**src/inc/sadc_pkg.sv**
```systemverilog
// Package for the converter conversion and read control block.
// Assumes a 10 MHz core clock; all pin inputs arrive asynchronously.
package sadc_pkg;

    localparam int unsigned DATA_W        = 16;
    localparam int unsigned CLK_PERIOD_NS = 100;

    // Longest conversion duration, in nanoseconds
    localparam int unsigned CONV_MAX_NS   = 3800;
    // Longest time rounds down to whole cycles
    localparam int unsigned CONV_CYCLES   = CONV_MAX_NS / CLK_PERIOD_NS;
    localparam int unsigned CNT_W         = 6;
    // Cycles outside the counter: pin sync, done, buffer write, latch load, busy rise
    localparam int unsigned CONV_TAIL     = 7;

    // Trigger low time the controller should stay under, in nanoseconds
    localparam int unsigned TRIG_LOW_MAX_NS = 500;
    localparam int unsigned TRIG_LOW_CYCLES = TRIG_LOW_MAX_NS / CLK_PERIOD_NS;

    // Reset value of the output latches
    localparam logic [15:0] RESULT_RST = 16'h0000;

    // Successive-approximation states
    typedef enum logic [1:0] {
        SADC_IDLE,
        SADC_CONV,
        SADC_DONE
    } sadc_state_e;

    // Synchronised control pins
    typedef struct packed {
        logic select_n;
        logic trigger_n;
        logic read_n;
    } sadc_ctrl_s;

    // Result word with its two's complement code
    typedef struct packed {
        logic [15:0] code;
    } sadc_word_s;

endpackage

```
**src/core/sadc_ctrl.sv**
```systemverilog
// Conversion start, busy and three-state read control of a 16-bit SAR converter.
// Assumes control pins are asynchronous to clk; the result bus is resolved outside.
module sadc_ctrl
(
    input  wire logic                  clk,
    input  wire logic                  rstn,
    input  wire logic                  select_n,
    input  wire logic                  conversion_trigger_n,
    input  wire logic                  read_n,
    input  wire sadc_pkg::sadc_word_s  sar_code,
    output logic                       busy,
    output logic [sadc_pkg::DATA_W-1:0] result_bus_o,
    output logic [sadc_pkg::DATA_W-1:0] result_bus_oe,
    output logic                       result_ready
);
    import sadc_pkg::*;

    sadc_ctrl_s  meta_r, sync_r;
    logic        trig_prev_r;
    sadc_state_e state_r, state_nxt;
    logic [CNT_W-1:0] cnt_r, cnt_nxt;
    sadc_word_s  latch_r, latch_nxt;
    logic        busy_r, busy_nxt;
    logic        oe_r, oe_nxt;
    logic        trig_fall;
    logic        fin_valid, fin_ready;
    logic        out_valid;
    sadc_word_s  out_word;

    // Two-flop synchroniser; only sync_r is read by logic
    always_ff @(posedge clk)
    begin
        if (!rstn)
        begin
            meta_r      <= '{select_n: 1'b1, trigger_n: 1'b1, read_n: 1'b1};
            sync_r      <= '{select_n: 1'b1, trigger_n: 1'b1, read_n: 1'b1};
            trig_prev_r <= 1'b1;
        end
        else
        begin
            meta_r      <= '{select_n: select_n, trigger_n: conversion_trigger_n,
                             read_n: read_n};
            sync_r      <= meta_r;
            trig_prev_r <= sync_r.trigger_n;
        end
    end

    // Start only on a falling trigger while selected; access alone does not start it
    assign trig_fall = trig_prev_r && !sync_r.trigger_n
                       && !sync_r.select_n;

    // Finished word waits in the buffer if the latch side stalls
    assign fin_valid = (state_r == SADC_DONE);

    // Conversion sequencer and busy
    always_comb
    begin
        state_nxt = state_r;
        cnt_nxt   = cnt_r;
        busy_nxt  = busy_r;
        unique case (state_r)
            SADC_IDLE:
            begin
                if (trig_fall)
                begin
                    state_nxt = SADC_CONV;
                    cnt_nxt   = '0;
                    busy_nxt  = 1'b0;
                end
            end
            SADC_CONV:
            begin
                // Further edges are not looked at here
                // Counter is shortened so pin edge to busy rise fits the limit
                if (cnt_r == CNT_W'(CONV_CYCLES - CONV_TAIL))
                begin
                    state_nxt = SADC_DONE;
                end
                else
                begin
                    cnt_nxt = cnt_r + CNT_W'(1);
                end
            end
            SADC_DONE:
            begin
                // Busy stays low until the word is accepted
                if (fin_ready)
                begin
                    state_nxt = SADC_IDLE;
                end
            end
        endcase
        // Busy rises one cycle after the latch takes the new word
        if (state_r == SADC_IDLE && !trig_fall && !out_valid)
        begin
            busy_nxt = 1'b1;
        end
    end

    // Result latch, updated only by a finished conversion
    always_comb
    begin
        latch_nxt = latch_r;
        if (out_valid)
        begin
            latch_nxt = out_word;
        end
    end

    // Output enable; selected and read both low, otherwise float
    always_comb
    begin
        oe_nxt = !sync_r.select_n && !sync_r.read_n;
    end

    // State registers
    always_ff @(posedge clk)
    begin
        if (!rstn)
        begin
            state_r <= SADC_IDLE;
            cnt_r   <= '0;
            busy_r  <= 1'b1;
            latch_r <= '{code: RESULT_RST};
            oe_r    <= 1'b0;
        end
        else
        begin
            state_r <= state_nxt;
            cnt_r   <= cnt_nxt;
            busy_r  <= busy_nxt;
            latch_r <= latch_nxt;
            oe_r    <= oe_nxt;
        end
    end

    // Buffer between conversion end and output latch
    sadc_buf2 u_buf
    (
        .clk       (clk),
        .rstn      (rstn),
        .in_valid  (fin_valid),
        .in_ready  (fin_ready),
        .in_data   (sar_code),
        .out_valid (out_valid),
        .out_ready (1'b1),
        .out_data  (out_word)
    );

    // Pins; old result shows during a conversion, new before busy rises
    assign busy          = busy_r;
    assign result_bus_o  = latch_r.code;
    assign result_bus_oe = {DATA_W{oe_r}};
    assign result_ready  = out_valid;

endmodule // sadc_ctrl

```
**src/core/sadc_buf2.sv**
```systemverilog
// Two-entry buffer carrying completed conversion results.
// Assumes the same clock and synchronous active-low reset as its user.
module sadc_buf2
    import sadc_pkg::*;
(
    input  wire logic        clk,
    input  wire logic        rstn,
    input  wire logic        in_valid,
    output logic             in_ready,
    input  wire sadc_word_s  in_data,
    output logic             out_valid,
    input  wire logic        out_ready,
    output sadc_word_s       out_data
);
    import sadc_pkg::*;

    sadc_word_s mem_r [2];
    sadc_word_s mem_nxt [2];
    logic       wp_r, wp_nxt, rp_r, rp_nxt;
    logic [1:0] cnt_r, cnt_nxt;
    logic       push, pop;

    // Handshakes; ready drops only when both entries hold words
    assign in_ready  = (cnt_r != 2'h2);
    assign out_valid = (cnt_r != 2'h0);
    assign out_data  = mem_r[rp_r];
    assign push      = in_valid && in_ready;
    assign pop       = out_valid && out_ready;

    // Next pointers, count and storage
    always_comb
    begin
        mem_nxt = mem_r;
        wp_nxt  = wp_r;
        rp_nxt  = rp_r;
        cnt_nxt = cnt_r;
        if (push)
        begin
            mem_nxt[wp_r] = in_data;
            wp_nxt        = ~wp_r;
        end
        if (pop)
        begin
            rp_nxt = ~rp_r;
        end
        if (push && !pop)
        begin
            cnt_nxt = cnt_r + 2'h1;
        end
        else if (pop && !push)
        begin
            cnt_nxt = cnt_r - 2'h1;
        end
    end

    // Register stage
    always_ff @(posedge clk)
    begin
        if (!rstn)
        begin
            mem_r[0] <= '{code: RESULT_RST};
            mem_r[1] <= '{code: RESULT_RST};
            wp_r     <= 1'b0;
            rp_r     <= 1'b0;
            cnt_r    <= 2'h0;
        end
        else
        begin
            mem_r <= mem_nxt;
            wp_r  <= wp_nxt;
            rp_r  <= rp_nxt;
            cnt_r <= cnt_nxt;
        end
    end

endmodule // sadc_buf2

```
**config.mk**
```make
export PLATFORM = sky130hd
export DESIGN_NAME = sadc_ctrl
export DESIGN_NICKNAME = d
export VERILOG_FILES = /design/src/inc/sadc_pkg.sv /design/src/core/sadc_ctrl.sv /design/src/core/sadc_buf2.sv
export SDC_FILE = /design/constraint.sdc
export NUM_CORES = 1
export LEC_CHECK = 0
export BUFFER_PORTS_ARGS = -buffer_cell sky130_fd_sc_hd__buf_2
export CORE_MARGIN = 1
export CORE_UTILIZATION = 57
export CTS_BUF_LIST = sky130_fd_sc_hd__clkbuf_8
export DETAILED_ROUTE_END_ITERATION = 8
export PLACE_DENSITY = 0.81
export SYNTH_ARGS = -nofsm -noshare
export SYNTH_HDL_FRONTEND = slang
export SYNTH_HIERARCHICAL = 1
export SYNTH_SLANG_ARGS = --single-unit
export TNS_END_PERCENT = 5
```
**constraint.sdc**
```tcl
create_clock -name clk -period 2.4 [get_ports clk]
set_input_delay 0.12 -clock clk [delete_from_list [all_inputs] [get_ports clk]]
set_output_delay 0.12 -clock clk [all_outputs]
set_load 0.03 [all_outputs]
```
---- Yosys cells after proc, flatten, opt, wreduce, memory -nomap -nowiden ----
Index checks and enable logic that the tools add are counted.
cells by class
  reductions and logical operators ........ 23
  muxes and demuxes ....................... 15
  order comparisons ....................... 3
  bitwise operators ....................... 5
  add/sub/neg operators ................... 3
  equal/unequal tests ..................... 8
operators by type and width
  kind                   count
  $mux W16               4
  $bwmux W32             1
  $demux W16 S1          1
  $mux W6                2
  $pmux W6 S2            1
  $mux W2                5
  $ne A2 B2 Y1 const B   5
  $logic_and A1 B1 Y1    9
  $add A6 B1 Y6 const B  1
  $eq A6 B5 Y1 const B   1
  $logic_not A1 Y1       6
  $pmux W2 S3            1
  $reduce_and A3 Y1      2
  $reduce_bool A2 Y1     3
  $ge A2 B2 Y1 const B   2
  $not A1 Y2             2
  $not A1 Y1             3
  $add A2 B1 Y2 const B  1
  $eq A2 B1 Y1 const B   1
  $eq A2 B2 Y1 const B   1
  $logic_not A2 Y1       1
  $lt A2 B1 Y1 const B   1
  $reduce_and A2 Y1      1
  $reduce_or A2 Y1       1
  $sub A2 B1 Y2 const B  1
storage, ports and cells
  bits of input ports ..................... 21
  register bits ........................... 69
  output and inout bits ................... 34
  word-level logic and storage cells ...... 74

---- Logic depth before layout (Yosys ltp) ----
  word-level depth ........................ 7
  gate-level depth with buffers ........... 7
  mapped depth without buffers ............ 7

---- Modules after synthesis ----
The synthesis kept the hierarchy.
by module, submodules not included
  module     instances  sequential area each (µm²)  cells an instance  area an instance (µm²)
  sadc_buf2  1          720.7                       161                1,656.6
  sadc_ctrl  1          660.6                       150                1,408.9

---- Worst setup path after synthesis ----
No wires, ideal clock.
  path kind ............................... register -> register
  start ................................... register u_buf.cnt_r[1]
  end ..................................... register latch_r, in the netlist result_bus_o[0]
  path slack .............................. 0.728 ns
  stages on the path, launching flop included .. 6
  path buffers ............................ 2
  data arrival time ....................... 1.544 ns
  clock period less this slack ............ 1.672 ns
  data required time ...................... 2.272 ns
  library setup time ...................... 0.128 ns
  cell sequence ........................... dfxtp_1 or2_2 clkbuf_1 buf_2 mux2i_1 nor2_1
on the way
  longest elaborated chain between the ends .. 1
ends and longest elaborated chain
  element                   line              RTL
  start: declaration        sadc_buf2.sv:20   logic [1:0] cnt_r, cnt_nxt;
  start signal: assignment  sadc_buf2.sv:72   cnt_r <= cnt_nxt;
  $reduce_bool A2 Y1        sadc_buf2.sv:25   assign out_valid = (cnt_r != 2'h0);
  named net result_ready    sadc_ctrl.sv:14   output logic result_ready
  end signal: assignment    sadc_ctrl.sv:124  latch_r <= '{code: RESULT_RST};
  end signal: assignment    sadc_ctrl.sv:132  latch_r <= latch_nxt;
  end: declaration          sadc_ctrl.sv:22   sadc_word_s latch_r, latch_nxt;
The timed path passes the listed nets, and every way through them passes these cells.
A chain may end at the register's enable or synchronous reset.

---- Worst setup path after layout ----
  start ................................... register state_r[0]
  end ..................................... register u_buf.cnt_r[1]
on the way
  longest elaborated chain between the ends .. 5
  elaborated cells between the ends (all ways) .. 7
  classes of those cells .................. 1 x eq/ne; 1 x mux; 5 x reduce/logical
ends and longest elaborated chain
  element                       line              RTL
  start: declaration            sadc_ctrl.sv:20   sadc_state_e state_r, state_nxt;
  start signal: assignment      sadc_ctrl.sv:129  state_r <= state_nxt;
  $eq A2 B2 Y1 *                sadc_ctrl.sv:53   assign fin_valid = (state_r == SADC_DONE);
  named net fin_valid           sadc_ctrl.sv:26   logic fin_valid, fin_ready;
  $logic_and A1 B1 Y1 *         sadc_buf2.sv:27   assign push = in_valid && in_ready;
  named net u_buf.push          sadc_buf2.sv:21   logic push, pop;
  $logic_not A1 Y1              sadc_buf2.sv:50   else if (pop && !push)
  $logic_and A1 B1 Y1           sadc_buf2.sv:50
  $reduce_bool A2 Y1 (no line)  n/a
The timed path passes the listed nets; every way through them passes the cells marked *.

==> summary.md <==
| Metric | Value |
|---|---|
| Critical Path End Type | `register` |
| Most frequent cell after synthesis | `sky130_fd_sc_hd__dfxtp_1` |
| Unrepaired setup endpoints after global routing | `false` |
| Main synth FF type | `sky130_fd_sc_hd__dfxtp_1` |
| Final net count | `375` |
| Initial Utilization | `0.596` |
| Result of the run | `finished, final reports clean` |
| GPL Wtd Cong | `0.806` |
| Count of boundary I/O pins | `55` |
| Clk pin slew, worst setup/hold paths | `0.07 ns` |
| Remaining max-slew budget at the tightest pin | `0.602` |
| Worst skew pair latency | `0.34 ns` |
| Crit-path leading delay family | `adder cells` |
| Most common cell on crit path | `sky130_fd_sc_hd__ha_1` |
| Aggregate routed wire length | `5.46 mm` |
| Final routed wire length divided by cell count | `12.9 µm` |
| Worst Path Arrival | `2.03 ns` |
| Starting DRT DRC Count | `103` |
| Required time of the critical path | `2.67 ns` |
| Flip-flop and latch count after synthesis | `69` |
| Final antenna diode count | `0` |
| Number of synthesis warnings | `6` |
| Number of DRC violations after detailed routing | `0` |
| Number of gates resized after CTS | `0` |
| Placed insts | `405` |
| Max Fclk | `567 MHz` |
| Leak pwr | `1.50 nW` |
| Slowest library cell on the worst path | `sky130_fd_sc_hd__or3_1` |
| Sequential cell area fraction in the yosys report | `0.451` |
| Share of the core filled with cells | `0.666` |
| Post-Route Setup TNS | `0 ns` |
| Max-slew violation total from the final report | `0` |
| Unique masters post-synth | `49` |
| Share of post-route cells with drive strength above 1 | `0.266` |
| Top cells by area, synth | `sky130_fd_sc_hd__dfxtp_1 (45%), sky130_fd_sc_hd__mux2i_1 (16%), sky130_fd_sc_hd__nand2_1 (7.2%)` |
| Vias in the first global route | `1953` |
| Vias per Instance | `5.15` |
| Die Y-Extent | `75.3 µm` |
| Die W | `75.3 µm` |
| Simple-gate area share of the yosys netlist | `0.155` |
| Largest net degree at the start of global routing | `50` |
| Final ANT Viol Nets | `0` |
| Detailed Routing Iterations Pass 1 | `5` |
| Largest stage delay on the critical path | `0.36 ns` |
| Placeable Area | `0.00514 mm²` |
| CP bufs+invs | `1` |
| Clock tree root buffer cell | `sky130_fd_sc_hd__clkbuf_8` |
| Global-route wire length before repair | `8.56 mm` |
| Share of the synthesized area in compound gates (AO/OA/AOI/OAI) | `0.0576` |
| Number of flops mapped to enable cells by yosys | `0` |
| Pin slew with the least headroom to its limit | `0.597 ns` |
| Final Hold Vio Count | `0` |
| Total Routing Usage GR | `0.205` |
| TritonCTS sink count | `69` |
| Largest fanout on the critical path | `5` |
| Startpoint types | `register` |
| Antenna violations before repair | `0` |
| Cell Area, Synth | `0.00307 mm²` |
| Area growth from synthesis to final layout | `11.6%` |
| Row cnt | `26` |
| Count of port buffers added during placement | `54` |
| Final count of negative-setup-slack endpoints | `0` |
| Area leader, netlist | `sky130_fd_sc_hd__dfxtp_1` |
| Detailed Place HPWL | `3.59 mm` |
| Part of the cycle the worst path needs | `0.735` |
| Power density normalized to cell area | `631 mW/mm²` |
| Number of buffers on the longest clock path | `2` |
| Cell types with the highest counts after synthesis | `sky130_fd_sc_hd__dfxtp_1 (69), sky130_fd_sc_hd__nand2_1 (59), sky130_fd_sc_hd__mux2i_1 (48)` |
| Post-synth top area share | `0.451` |
| Clock tree skew after final layout | `0.00755 ns` |
| Worst ir drop on vdd | `0.341 mV` |
| Share of cell area taken by muxes after synthesis | `0.216` |
| Post-Synthesis Cells | `311` |
| Kind of critical path | `register to register` |
| Final total power | `0.00216 W` |
| Fraction of the mapped netlist area in adder cells | `0.0204` |
| Combinational family with the most area after synthesis | `multiplexers` |
| TritonCTS buffer count | `9` |
| CTS tree | `built` |
| Total via count in the routed design | `2178` |
| Post-synthesis async set-or-reset flop share | `0` |
| CTS H-tree lvls | `3` |
| Cells along the critical path | `inv_1, ha_1, and2_2, ha_1, or3_1, a21boi_0` |
| Layout Cells excl Fill | `423` |
| Remaining Overflow, GRT | `0` |
| Number of violations of the max-capacitance limit | `0` |
| Mean cell area of the mapped netlist | `9.86 µm²` |
| Period minus WS final | `1.76 ns` |
| Post-synth net total | `337` |
| Post-synthesis xor/xnor area fraction | `0.00857` |
| Die footprint | `0.00568 mm²` |
| Worst min-delay path class | `input pin to register` |
[area by class of cell]
type / count / area (µm²)
fill: 414 / 1720
clock inverter: 6 / 65.1
clock buffer: 9 / 124
sequential: 69 / 1380
multi-input combinational: 203 / 1410
tap: 70 / 87.6
inverter: 6 / 22.5
timing repair buffer: 60 / 335
[metal layers]
layer,vias to the layer above,wire [µm],track usage
met2,38,2750,0.336
met5,-,0,0
met4,0,119,0.126
met1,1023,2440,0.245
li1,1104,-,-
met3,13,159,0.0450
[cells by family after synthesis]
logic type               Yosys count
AO/OA/AOI/OAI                     27
XOR/XNOR                           3
adder cells (fa/ha/maj)            5
buffers and inverters             39
flip-flops                        69
multiplexers                      64
other                              1
AND/OR/NAND/NOR                  103
[flip-flops by register name (all words and copies together) (netlist names)]
signal	flops
busy	1
sync_r	3
u_buf/wp_r	1
trig_prev_r	1
u_buf/cnt_r	2
oe_r	1
u_buf/rp_r	1
u_buf/mem_r	32
cnt_r	6
state_r	2
meta_r	3
result_bus_o	16
[metrics by stage]
stage / setup WS [ns] / instance area [µm²] / hold slack, ns
after floorplan: 0.728 / 3070 / 0.193
after global placement: 0.721 / 3200 / 0.299
after detailed placement: 0.640 / 3200 / 0.305
after CTS: 0.602 / 3420 / 0.0294
after global routing: 0.506 / 3420 / 0.0471
final: 0.635 / 3420 / 0.0463
[placed cells by master (no fill, tap or decap), types with 3 or more instances in the layout]
cell type / synthesis / layout
sky130_fd_sc_hd__o21ai_1: 5 / 5
sky130_fd_sc_hd__nor2_1: 17 / 17
sky130_fd_sc_hd__o21ai_0: 3 / 3
sky130_fd_sc_hd__a211oi_1: 3 / 3
sky130_fd_sc_hd__mux2i_1: 48 / 48
sky130_fd_sc_hd__ha_1: 5 / 5
sky130_fd_sc_hd__inv_1: 5 / 5
sky130_fd_sc_hd__dfxtp_1: 69 / 69
sky130_fd_sc_hd__a21oi_1: 4 / 4
sky130_fd_sc_hd__clkbuf_8: 0 / 9
sky130_fd_sc_hd__mux2_2: 16 / 16
sky130_fd_sc_hd__nand3_1: 3 / 3
sky130_fd_sc_hd__dlygate4sd3_1: 0 / 3
sky130_fd_sc_hd__nand2_1: 59 / 59
sky130_fd_sc_hd__nand2b_1: 8 / 8
sky130_fd_sc_hd__buf_2: 3 / 54
[report_power, final]
part / total (W) / internal (W) / leakage (nW) / switching [W]
Combinational: 0.000106 / 0.0000415 / 0.849 / 0.0000640
Sequential: 0.00116 / 0.00115 / 0.557 / 0.00000357
Clock: 0.000899 / 0.000473 / 0.0950 / 0.000426
Total: 0.00216 / 0.00167 / 1.50 / 0.000493
[worst paths after layout]
| kind | from | end | slack, ns | cells past startpoint |
|---|---|---|---|---|
| worst max register to register | state_r[0]$_SDFFE_PN0P_ | u_buf/cnt_r[1]$_SDFFE_PN0P_ | 0.64 | 6 |
| worst max-delay path | state_r[0]$_SDFFE_PN0P_ | u_buf/cnt_r[1]$_SDFFE_PN0P_ | 0.64 | 6 |
| worst min-delay path | sar_code[0] | u_buf/mem_r[16]$_SDFFE_PN0P_ | 0.05 | 3 |
| worst min register to register | sync_r[0]$_SDFF_PN1_ | oe_r$_SDFF_PN0_ | 0.39 | 1 |
[worst reg2reg max path, delay by kind of cell, from the launching register on]
kind | cells | cell delay [ns]
adder cells (fa/ha/maj) | 2 | 0.58
AND/OR/NAND/NOR | 2 | 0.54
flip-flops | 1 | 0.34
AO/OA/AOI/OAI | 1 | 0.17
buffers and inverters | 1 | 0.08
[timing repair]
| item | in CTS | in global routing |
|---|---|---|
| hold buffers | 3 | 0 |
| hold endpoints to repair | 3 | 0 |
| buffers inserted | 0 | 0 |
Power figures use the tool's default switching activity.
